File: src/xbus_params.svh
// constants for the peripheral bus master: decodes, cycle lengths, timing
`ifndef XBUS_PARAMS_SVH
`define XBUS_PARAMS_SVH

// fixed microcontroller ports
`define MC_PORT_A        16'h0062
`define MC_PORT_B        16'h0066
// address driven during a dma i/o cycle
`define DMA_IO_ADDR      19'h0_0000
// cycle lengths in bus clocks, address clock included
`define LEN_8BIT         3'h6
`define LEN_16BIT        3'h3
`define FAST_LEN_16BIT   3'h2
`define FAST_LEN_8BIT    3'h3
// hard reset pulse: least time and clock period, both in ns
`define HARD_RESET_NS    1000000
`define CLK_PERIOD_NS    40
`define HARD_RESET_CYC   ((`HARD_RESET_NS + `CLK_PERIOD_NS - 1) / `CLK_PERIOD_NS)
`define RST_CNT_W        20
// request word layout
`define REQ_W            32
`define REQ_DMA          31
`define REQ_LAST         30
`define REQ_IO           29
`define REQ_WRITE        28
`define REQ_WIDE         27
`define REQ_ADDR_HI      26
`define REQ_ADDR_LO      8
`define REQ_DATA_HI      7
`define FIFO_DEPTH       8

`endif

File: src/xbus_pkg.sv
// types shared by the peripheral bus master modules
package xbus_pkg;

   typedef enum logic [1:0] {
      BUS_IDLE,
      BUS_ADDR,
      BUS_CMD
   } bus_state_type;

   typedef struct packed {
      bus_state_type st;
      logic [2:0]    elapsed;
      logic [31:0]   word;
      logic          mem_read_cmd_n;
      logic          mem_write_cmd_n;
      logic          io_read_cmd_n;
      logic          io_write_cmd_n;
      logic          microcontroller_select_n;
      logic          prog_select0_n;
      logic          prog_select1_n;
      logic [18:0]   periph_addr;
      logic [7:0]    data_out;
      logic          data_oe_n;
      logic          dma_count_done;
      logic          peripheral_reset_out;
      logic [19:0]   rst_cnt;
      logic          rsp_valid;
      logic [7:0]    rsp_data;
   } master_state_type;

   typedef struct packed {
      logic [1:0] cnt;
      logic       clk_out;
      logic       tick;
   } div_state_type;

endpackage

File: src/periph_bus_master.sv
// legacy peripheral bus master: commands, selects, address, data, reset
`timescale 1ns/1ps
`include "xbus_params.svh"

// Behaviour
// - microcontroller select low for I/O to 62h or 66h; high in reset, suspend
// - memory read command lets a memory slave drive the data bus
// - memory write command lets a memory slave latch the data bus
// - each programmable select low on non-dma I/O cycles inside its programmed range
// - peripheral reset active at power-up and hard reset, freed on power good
// - software hard reset drives peripheral reset for at least 1 ms
// - peripheral reset high in reset, low after reset and in suspend
// - 19-bit byte address for memory; only bits 15 to 0 for I/O
// - this block always owns the bus, slave and dma cycles alike
// - dma I/O cycles drive the address bus to zero
// - address zero after reset; last address kept in suspend
// - 8-bit two-way data path, floated during reset
// - bus clock is clock divided by four; held low in reset and in suspend
// - count-done asserted after the new address on the exhausting transfer
// - count-done low when no dma is active and inactive in reset
// - fast request shortens a 16-bit memory cycle to two bus clocks
// - fast request shortens 8-bit memory or I/O cycles to three clocks
// - fast request ignored on 16-bit I/O cycles
// - fast request ignored while ready is low; wait states follow ready
// - I/O read and write commands driven high in reset
module periph_bus_master #(
   parameter int HARD_RESET_CYCLES = `HARD_RESET_CYC
) (
   input  wire logic        clk,
   input  wire logic        resetn,
   input  wire logic        suspend,
   input  wire logic        power_good_in,
   input  wire logic        hard_reset_req,
   input  wire logic        req_valid,
   output logic             req_ready,
   input  wire logic        req_dma,
   input  wire logic        req_last,
   input  wire logic        req_io,
   input  wire logic        req_write,
   input  wire logic        req_wide,
   input  wire logic [18:0] req_addr,
   input  wire logic [7:0]  req_wdata,
   output logic             rsp_valid,
   output logic [7:0]       rsp_data,
   input  wire logic [15:0] range0_base,
   input  wire logic [15:0] range0_limit,
   input  wire logic [15:0] range1_base,
   input  wire logic [15:0] range1_limit,
   input  wire logic        fast_cycle_req_n,
   input  wire logic        io_ready,
   output logic             periph_bus_clock,
   output logic [18:0]      periph_addr,
   input  wire logic [7:0]  periph_data_in,
   output logic [7:0]       periph_data_out,
   output logic             periph_data_oe_n,
   output logic             mem_read_cmd_n,
   output logic             mem_write_cmd_n,
   output logic             io_read_cmd_n,
   output logic             io_write_cmd_n,
   output logic             microcontroller_select_n,
   output logic             prog_select0_n,
   output logic             prog_select1_n,
   output logic             peripheral_reset_out,
   output logic             dma_count_done
);
   xbus_pkg::master_state_type r;
   xbus_pkg::master_state_type next_r;
   logic                       bus_tick;
   logic                       fifo_valid;
   logic                       fifo_pop;
   logic [`REQ_W-1:0]          fifo_word;
   logic [`REQ_W-1:0]          req_word;

   // i/o range test, shared by both programmable selects
   function automatic logic in_range(input logic [15:0] a,
                                     input logic [15:0] lo,
                                     input logic [15:0] hi);
      in_range = (a >= lo) && (a <= hi);
   endfunction

   // cycle length in bus clocks for a request word and the fast request
   function automatic logic [2:0] cycle_len(input logic [`REQ_W-1:0] w,
                                            input logic fast);
      logic wide;
      logic io;
      wide = w[`REQ_WIDE];
      io   = w[`REQ_IO];
      if (fast && wide && !io) begin
         cycle_len = `FAST_LEN_16BIT;
      end else if (fast && !wide) begin
         cycle_len = `FAST_LEN_8BIT;
      end else if (wide) begin
         cycle_len = `LEN_16BIT;
      end else begin
         cycle_len = `LEN_8BIT;
      end
   endfunction

   assign req_word = {req_dma, req_last, req_io, req_write, req_wide,
                      req_addr, req_wdata};

   periph_clock_div u_div (
      .clk       (clk),
      .resetn    (resetn),
      .suspend   (suspend),
      .bus_clock (periph_bus_clock),
      .bus_tick  (bus_tick)
   );

   // requests queue here so the user side can run ahead of the slow bus
   req_fifo #(
      .WIDTH (`REQ_W),
      .DEPTH (`FIFO_DEPTH)
   ) u_fifo (
      .clk       (clk),
      .resetn    (resetn),
      .in_valid  (req_valid),
      .in_ready  (req_ready),
      .in_data   (req_word),
      .out_valid (fifo_valid),
      .out_ready (fifo_pop),
      .out_data  (fifo_word)
   );

   // a new cycle starts only on a bus clock edge and never in suspend
   assign fifo_pop = fifo_valid && bus_tick && !suspend &&
                     (r.st == xbus_pkg::BUS_IDLE);

   always_comb begin
      logic        fast;
      logic        io16;
      logic [15:0] ioa;
      fast           = 1'b0;
      io16           = 1'b0;
      ioa            = 16'h0000;
      next_r         = r;
      next_r.rsp_valid = 1'b0;

      if (hard_reset_req) begin
         next_r.rst_cnt = `RST_CNT_W'(HARD_RESET_CYCLES);
      end else if (r.rst_cnt != '0) begin
         next_r.rst_cnt = r.rst_cnt - 1'b1;
      end
      next_r.peripheral_reset_out = !suspend &&
         (!power_good_in || hard_reset_req || (r.rst_cnt != '0));

      case (r.st)
         xbus_pkg::BUS_IDLE: begin
            if (fifo_pop) begin
               next_r.word    = fifo_word;
               next_r.elapsed = 3'h1;
               next_r.st      = xbus_pkg::BUS_ADDR;
               // address drive, dma i/o forced to zero
               if (fifo_word[`REQ_DMA] && fifo_word[`REQ_IO]) begin
                  next_r.periph_addr = `DMA_IO_ADDR;
               end else if (fifo_word[`REQ_IO]) begin
                  next_r.periph_addr = {3'h0,
                     fifo_word[`REQ_ADDR_LO+15:`REQ_ADDR_LO]};
               end else begin
                  next_r.periph_addr =
                     fifo_word[`REQ_ADDR_HI:`REQ_ADDR_LO];
               end
               // drive write data only on writes
               next_r.data_out  = fifo_word[`REQ_DATA_HI:0];
               next_r.data_oe_n = !fifo_word[`REQ_WRITE];
            end
         end
         xbus_pkg::BUS_ADDR: begin
            if (bus_tick) begin
               next_r.st      = xbus_pkg::BUS_CMD;
               next_r.elapsed = r.elapsed + 3'h1;
               ioa = r.periph_addr[15:0];
               next_r.mem_read_cmd_n  = r.word[`REQ_IO] ||
                                        r.word[`REQ_WRITE];
               next_r.mem_write_cmd_n = r.word[`REQ_IO] ||
                                        !r.word[`REQ_WRITE];
               next_r.io_read_cmd_n   = !r.word[`REQ_IO] ||
                                        r.word[`REQ_WRITE];
               next_r.io_write_cmd_n  = !r.word[`REQ_IO] ||
                                        !r.word[`REQ_WRITE];
               if (r.word[`REQ_IO] && !r.word[`REQ_DMA]) begin
                  next_r.microcontroller_select_n =
                     !((ioa == `MC_PORT_A) || (ioa == `MC_PORT_B));
                  next_r.prog_select0_n =
                     !in_range(ioa, range0_base, range0_limit);
                  next_r.prog_select1_n =
                     !in_range(ioa, range1_base, range1_limit);
               end
               // count-done once the address is out
               next_r.dma_count_done = r.word[`REQ_DMA] &&
                                       r.word[`REQ_LAST];
            end
         end
         xbus_pkg::BUS_CMD: begin
            if (bus_tick) begin
               io16 = r.word[`REQ_IO] && r.word[`REQ_WIDE];
               // fast request qualified by ready and width
               fast = !fast_cycle_req_n && io_ready && !io16;
               if (io_ready && (r.elapsed >= cycle_len(r.word, fast)))
               begin
                  // data sampled on the edge that negates the command
                  next_r.rsp_valid = !r.word[`REQ_WRITE];
                  next_r.rsp_data  = periph_data_in;
                  next_r.st        = xbus_pkg::BUS_IDLE;
                  next_r.mem_read_cmd_n           = 1'b1;
                  next_r.mem_write_cmd_n          = 1'b1;
                  next_r.io_read_cmd_n            = 1'b1;
                  next_r.io_write_cmd_n           = 1'b1;
                  next_r.microcontroller_select_n = 1'b1;
                  next_r.prog_select0_n           = 1'b1;
                  next_r.prog_select1_n           = 1'b1;
                  next_r.data_oe_n                = 1'b1;
                  next_r.dma_count_done           = 1'b0;
               end else if (r.elapsed != 3'h7) begin
                  // saturates so long ready stretches cannot wrap
                  next_r.elapsed = r.elapsed + 3'h1;
               end
            end
         end
         default: begin
            next_r.st = xbus_pkg::BUS_IDLE;
         end
      endcase

      if (suspend) begin
         next_r.microcontroller_select_n = 1'b1;
      end
   end

   // reset values; address not otherwise touched
   always_ff @(posedge clk) begin
      if (!resetn) begin
         r                          <= '0;
         r.st                       <= xbus_pkg::BUS_IDLE;
         r.mem_read_cmd_n           <= 1'b1;
         r.mem_write_cmd_n          <= 1'b1;
         r.io_read_cmd_n            <= 1'b1;
         r.io_write_cmd_n           <= 1'b1;
         r.microcontroller_select_n <= 1'b1;
         r.prog_select0_n           <= 1'b1;
         r.prog_select1_n           <= 1'b1;
         r.data_oe_n                <= 1'b1;
         r.peripheral_reset_out     <= 1'b1;
      end else begin
         r <= next_r;
      end
   end

   assign periph_addr              = r.periph_addr;
   assign periph_data_out          = r.data_out;
   assign periph_data_oe_n         = r.data_oe_n;
   assign mem_read_cmd_n           = r.mem_read_cmd_n;
   assign mem_write_cmd_n          = r.mem_write_cmd_n;
   assign io_read_cmd_n            = r.io_read_cmd_n;
   assign io_write_cmd_n           = r.io_write_cmd_n;
   assign microcontroller_select_n = r.microcontroller_select_n;
   assign prog_select0_n           = r.prog_select0_n;
   assign prog_select1_n           = r.prog_select1_n;
   assign peripheral_reset_out     = r.peripheral_reset_out;
   assign dma_count_done           = r.dma_count_done;
   assign rsp_valid                = r.rsp_valid;
   assign rsp_data                 = r.rsp_data;
endmodule // periph_bus_master

File: src/periph_clock_div.sv
// bus clock generator: core clock divided by four, held low in suspend
`timescale 1ns/1ps
module periph_clock_div (
   input  wire logic clk,
   input  wire logic resetn,
   input  wire logic suspend,
   output logic      bus_clock,
   output logic      bus_tick
);
   xbus_pkg::div_state_type r;
   xbus_pkg::div_state_type next_r;

   // counter phase 2 and 3 give the high half; tick marks each rising edge
   always_comb begin
      next_r     = r;
      next_r.cnt = r.cnt + 2'h1;
      if (suspend) begin
         next_r = '0;
      end
      next_r.clk_out = next_r.cnt[1];
      next_r.tick    = !suspend && (r.cnt == 2'h1);
   end

   // held at phase 0 through reset, so the bus clock stays low
   always_ff @(posedge clk) begin
      if (!resetn) begin
         r <= '0;
      end else begin
         r <= next_r;
      end
   end

   assign bus_clock = r.clk_out;
   assign bus_tick  = r.tick;
endmodule // periph_clock_div

File: src/req_fifo.sv
// request buffer with valid and ready on both sides
`timescale 1ns/1ps
module req_fifo #(
   parameter int WIDTH = 32,
   parameter int DEPTH = 8
) (
   input  wire logic             clk,
   input  wire logic             resetn,
   input  wire logic             in_valid,
   output logic                  in_ready,
   input  wire logic [WIDTH-1:0] in_data,
   output logic                  out_valid,
   input  wire logic             out_ready,
   output logic      [WIDTH-1:0] out_data
);
   localparam int AW = $clog2(DEPTH);

   typedef struct packed {
      logic [AW-1:0] wr;
      logic [AW-1:0] rd;
      logic [AW:0]   count;
   } fifo_state_type;

   fifo_state_type   r;
   fifo_state_type   next_r;
   logic [WIDTH-1:0] mem [DEPTH];
   logic             push;
   logic             pop;

   // full and empty come straight from the occupancy count
   assign in_ready  = (r.count != (AW+1)'(DEPTH));
   assign out_valid = (r.count != '0);
   assign out_data  = mem[r.rd];
   assign push      = in_valid && in_ready;
   assign pop       = out_valid && out_ready;

   // pointer wrap assumes a power-of-two depth
   always_comb begin
      next_r = r;
      if (push) begin
         next_r.wr = r.wr + 1'b1;
      end
      if (pop) begin
         next_r.rd = r.rd + 1'b1;
      end
      next_r.count = r.count + (AW+1)'(push) - (AW+1)'(pop);
   end

   always_ff @(posedge clk) begin
      if (!resetn) begin
         r <= '0;
      end else begin
         r <= next_r;
      end
   end

   // storage carries no reset, only the pointers and the count do
   always_ff @(posedge clk) begin
      if (push) begin
         mem[r.wr] <= in_data;
      end
   end
endmodule // req_fifo

File: config.mk
export PLATFORM = sky130hd
export DESIGN_NAME = periph_bus_master
export DESIGN_NICKNAME = d
export VERILOG_FILES = /design/src/xbus_pkg.sv /design/src/periph_bus_master.sv /design/src/periph_clock_div.sv /design/src/req_fifo.sv
export VERILOG_INCLUDE_DIRS = /design/src /design/src/src
export SDC_FILE = /design/constraint.sdc
export NUM_CORES = 1
export LEC_CHECK = 0
export ABC_AREA = 1
export BUFFER_PORTS_ARGS = -buffer_cell sky130_fd_sc_hd__buf_2
export CAP_MARGIN = 20
export CORE_UTILIZATION = 57
export CTS_CLUSTER_DIAMETER = 100
export DETAILED_ROUTE_END_ITERATION = 10
export PLACE_DENSITY = 0.79
export SYNTH_ARGS = -nofsm -noshare
export SYNTH_HDL_FRONTEND = slang
export SYNTH_SLANG_ARGS = --single-unit
File: constraint.sdc
create_clock -name clk -period 4.65 [get_ports clk]
set_input_delay 1.395 -clock clk [delete_from_list [all_inputs] [get_ports clk]]
set_output_delay 1.395 -clock clk [all_outputs]
set_load 0.1 [all_outputs]
# Word level (Yosys, flattened, before mapping)
# Memories as Yosys holds them, arrays and structs flattened. A register that Yosys moved wholly into a read port is not among the register bits.
# Index checks and enable logic that the tools add are counted.
[word_totals] reg_bits=116 ram_bits=256 wordCells=140 out_inout_bits=48 n_memories=1 in_bits=112
[op_classes] magnitude_cmp=5 mux=32 n_reduce_logical=55 bitwise=1 add_sub_neg=7 n_eq_ne=14
[mem_list] memory="u_fifo.mem" words=8 width=32 read_ports=1 rd_clocked_by_memory_dff=1 wr=1 line="req_fifo.sv:26" source="logic [WIDTH-1:0] mem [DEPTH];"
[ops] operator="$mux 19" count=2
[ops] operator="$mux 37" count=1
[ops] operator="$eq 16x7->1 const B" count=2
[ops] operator="$ge 16x16->1" count=2
[ops] operator="$le 16x16->1" count=2
[ops] operator="$mux 15" count=2
[ops] operator="$mux 3" count=10
[ops] operator="$mux 7" count=3
[ops] operator="$reduce_bool 20->1" count=1
[ops] operator="$sub 20x1->20 const B" count=1
[ops] operator="$logic_and 1x1->1" count=19
[ops] operator="$reduce_and 4->1" count=4
[ops] operator="$pmux 7 s2" count=1
[ops] operator="$logic_not 1->1" count=12
[ops] operator="$mux 5" count=2
[ops] operator="$add 3x1->3 const B" count=3
[ops] operator="$pmux 3 s3" count=1
[ops] operator="$ne 2x2->1 const B" count=4
[ops] operator="$logic_or 1x1->1" count=7
[ops] operator="$mux 2" count=3
[ops] operator="$ne 2x1->1 const B" count=3
[ops] operator="$pmux 2 s3" count=1
[ops] operator="$reduce_and 6->1" count=1
[ops] operator="$reduce_bool 2->1" count=3
[ops] operator="other kinds (18)" count=24

# Depth between registers and ports, before layout
[logic_depth] word_depth=13 mapped_depth=16

# Cells and area by module
# From an unflattened synthesis, not the netlist that was laid out.
[unflattened] cells_unflattened=1979 area_unflattened_um2=17290.3
[modules_own_cells] mod="req_fifo" area_per_inst_um2=11836.4 cells_each=1206 seq_area_each_um2=7947.6 n_inst=1
[modules_own_cells] mod="periph_bus_master" area_per_inst_um2=5352.6 cells_each=762 seq_area_each_um2=1521.5 n_inst=1
[modules_own_cells] mod="periph_clock_div" area_per_inst_um2=101.3 cells_each=11 seq_area_each_um2=60.1 n_inst=1

# Least setup slack after synthesis
# OpenSTA, ideal clock, no wires.
[synth_path] kind="input to register" start="in req_valid" end="mem u_fifo.mem[0][0] (enable)" arrival_ns=3.147 setup_slack_ns=1.082 required_time_ns=4.229 n_path_buf=0 stages=4 cell_sequence="nand2_1 > inv_1 > nand2_1 > nor2_1"
[synth_via] elab_chain_len=3
[synth_rtl] element="start, declared" line="periph_bus_master.sv:34" source="input wire logic req_valid,"
[synth_rtl] element="$logic_and 1x1->1" line="req_fifo.sv:34" source="assign push = in_valid && in_ready;"
[synth_rtl] element="via u_fifo.push" line="req_fifo.sv:27" source="logic push;"
[synth_rtl] element="$mux 1" line="req_fifo.sv:59" source="if (push) begin"
[synth_rtl] element="$mux 1 (implied by the code)" line="req_fifo.sv:60" source="mem[r.wr] <= in_data;"
[synth_rtl] element="end, declared" line="req_fifo.sv:26"
# The timed path passes the listed nets, and every way through them passes these cells.

# Final worst setup path
[layout_path] start="reg u_fifo.r[2] in the netlist's numbering" end="out req_ready"
[layout_via] elab_chain_len=1
[layout_rtl] element="start, declared" line="req_fifo.sv:24" source="fifo_state_type r;"
[layout_rtl] element="start signal, assigned" line="req_fifo.sv:53" source="r <= next_r;"
[layout_rtl] element="$ne 4x4->1" line="req_fifo.sv:31" source="assign in_ready = (r.count != (AW+1)'(DEPTH));"
[layout_rtl] element="end, declared" line="periph_bus_master.sv:35" source="output logic req_ready,"
# No other way between the ends.

==> results.md <==
* Die width at 170 µm
* H-tree levels at 2
* DR vias/cell at 5.39
* Final period util at 65.6%
* Mean Syn Cell Area at 9.83 µm²
* Cell with the most instances after synthesis: nand2_1
* Hold crit path type: flip-flop to flip-flop
* Tot Pwr at 7.21 mW
* Hold Startpoint: u_div.r[2]$_SDFF_PP0_
* PortBufs at 159
* Max incr delay on CP at 0.45 ns
* CP max FO at 3
* Netlist cell types at 44
* Core box area at 27,800 µm²
* Total negative slack at 0 ns
* Global route overflow at 0
* Finish-stage setup viols at 0
* Dpl ws at 1.16 ns
* Worst EP arrival at 1.65 ns
* Antenna viol nets, final at 0
* DRT Wirelength at 34,900 µm
* Yosys top cell area share at 47.7%
* Clock root cell: clkbuf_16
* Via count at 11,654
* RSZ-0062 raised after global routing: false
* Final WS setup at 1.60 ns
* Wire per inst at 16.2 µm
* Placement Rows at 61
* Iter 0 DRT Violations at 1,017
* Worst setup SP type: flip-flop
* Filler cells at 2,143
* Setup Crit Path Kind: flip-flop to output pin
* Share of layout cells above drive strength 1 at 15.3%
* Lkg Pwr at 7.59 nW
* Met1 WL at 15,100 µm
* Crit path time final at 3.05 ns
* Max-slew violation count at 0
* PwrDens at 400 nW/µm²
* CTS resizes at 0
* Number of global-route vias before repair at 10,895
* Die height at 170 µm
* Met3 wire len at 2440 µm
* Post-Syn Instances at 1,641
* CP endpoint: req_ready
* Peak Freq at 0.328 GHz
* IO Pins at 160
* RD Place Congestion at 0.856
* Hold_buf cts at 0
* Synth area leader: edfxtp_1
* Worst EP required at 3.25 ns
* WP depth at 4
* Die Footprint at 29,000 µm²
* # Max-Cap Violations at 0
* Synthesized cell area at 16,100 µm²
* Top layer in use: met5
* FF-to-FF setup slack at 1.93 ns
* CTS tree: done
* Worst-margin pin slew at 1.08 ns
* CP cell instances: inv_1 > ha_1 > nand3_1 > buf_2
* Worst skew pair latency at 0.53 ns
* Largest delay share family, worst path: buffers and inverters
* Storage cell area at 9530 µm²
* Mapped Nets at 1,836
* Clk slew on worst S/H paths at 0.06 ns
* Dominant synthesized flop cell: edfxtp_1
* Register area share after synthesis at 59.1%
* CTS max path bufs at 3
* Total CTS buffers at 35
* DRC at 0
* YS warnings at 0
* Footprint of the multi-input gates at 5450 µm²
* WP buf/inv at 2
* Top cells by count, synth: nand2_1 (322), edfxtp_1 (256), nor2_1 (215)
* Final hold viol count at 0
* Worst Skew at 0.0251 ns
* Initial antenna violation count at 4
* Total Nets Final at 1,950
* Post-CTS Setup Inserts at 0
* Pin count of the biggest net entering global routing at 99
* WL met2 at 16,700 µm
* DR pass1 iterations at 6
* Final hold slack at 0.421 ns
* DP Wirelength at 21,700 µm
* First-pass GRT wire length at 54,500 µm
* Clock sinks at 348
* Worst slew margin at 27.9%
* Status: completed
* Worst R2R Path Depth at 9
* Worst VDD drop at 0.000244 V
* CP max stage cell: buf_2
* Synth top area cells: edfxtp_1 (48%), dfxtp_1 (11%), nand2_1 (7.5%)
* Area growth, synth to finish at 11.9%
* Fraction of registers with async set/reset at 0%
* FF+latch count, synth at 348
* Crit path from: u_fifo.r[2]$_SDFF_PN0_
* Crit. End Element: output pin
* Total Routing Usage GR at 24.1%
* Initial core utilization at 58.1%
* Reg2reg end: periph_addr[13]$_SDFFE_PN0P_
* EDFF count, synth at 256
[layout make-up]
class	count	share of cell area (%)
inverters	155	3.23
clock buffers	53	5.43
diodes	3	0.0416
repair buffers	177	5.16
well taps	378	2.62
clock inverters	10	0.513
flip-flops and latches	348	52.8
multi-input cells	1038	30.2
[per-layer routing]
metal,up-vias,GRT usage [%]
met5,-,0
met4,2,7.72
met3,52,3.95
met2,441,40.1
met1,5423,32.2
li1,5736,-
[layout by cell type (no fill, tap or decap), types with 5 or more instances in the layout]
cell type / n
xor2_1: 7
nor2_1: 207
nand2_2: 11
o22ai_1: 17
or2_2: 5
nor2_4: 8
clkinv_1: 12
dfxtp_1: 90
nand2_1: 322
edfxtp_1: 256
o221ai_1: 10
inv_1: 138
xnor2_1: 5
clkbuf_16: 35
buf_2: 159
a21oi_1: 88
clkbuf_1: 13
buf_4: 18
nor4_1: 6
nand3_1: 61
a21oi_2: 10
o21ai_0: 98
nand4_1: 6
ha_1: 82
inv_2: 6
nor3_1: 7
o21ai_1: 68
[through the flow]
stage	area, µm²	instances	utilization (%)
floorplan	16100	1641	-
global placement	17000	2096	61.1
detailed placement	17000	2096	61.1
CTS	18000	2159	64.9
global route	18000	2160	65.0
finish	18000	2162	65.0
[registers in the layout, indices dropped and copies added (netlist names), named ones only]
name and count:
dma_count_done 1, io_read_cmd_n 1, io_write_cmd_n 1, mem_read_cmd_n 1, mem_write_cmd_n 1, microcontroller_select_n 1
periph_addr 19, periph_data_oe_n 1, peripheral_reset_out 1, prog_select0_n 1, prog_select1_n 1, r 38
rsp_data 8, rsp_valid 1, u_div.bus_tick 1, u_div.r 2, u_fifo.mem 256, u_fifo.r 10
[how the worst min path moves through the flow]
stage	endpoint	slack (ns)	cells after the start
CTS	u_div.r[2]$_SDFF_PP0_	0.42	1
floorplan	u_div.r[2]$_SDFF_PP0_	0.39	1
detailed placement	u_div.r[2]$_SDFF_PP0_	0.41	1
finish	u_div.r[2]$_SDFF_PP0_	0.42	1
global route	u_div.r[2]$_SDFF_PP0_	0.44	1
global placement	u_div.r[2]$_SDFF_PP0_	0.40	1
[report_power, final]
part           leakage [nW]  switching (mW)  internal, mW
Combinational          4.01           0.708         0.309
Clock                 0.515            1.12          1.48
Sequential             3.07          0.0774          3.52
[worst register-to-register path, cell delays in order, from the launching register on]
cell and delay (ns):
dfxtp_4 0.58, clkinv_2 0.64, buf_4 0.52, o21ai_1 0.22, nand2_1 0.08, nand2_1 0.08, nand2_1 0.09, nand2_4 0.22
nand2_2 0.11, a21oi_2 0.13
[cell families (layout without fill, tap and decap cells)]
kind of cell / count (synthesis) / count (layout) / share of synthesized area (%)
AO/OA/AOI/OAI: 300 / 300 / 10.0
XOR/XNOR: 12 / 12 / 0.652
adder cells (fa/ha/maj): 83 / 83 / 6.48
buffers and inverters: 255 / 395 / 7.52
flip-flops: 348 / 348 / 59.1
other: 0 / 3 / 0
AND/OR/NAND/NOR: 643 / 643 / 16.2
No activity file was read; power rests on OpenSTA's default activity.
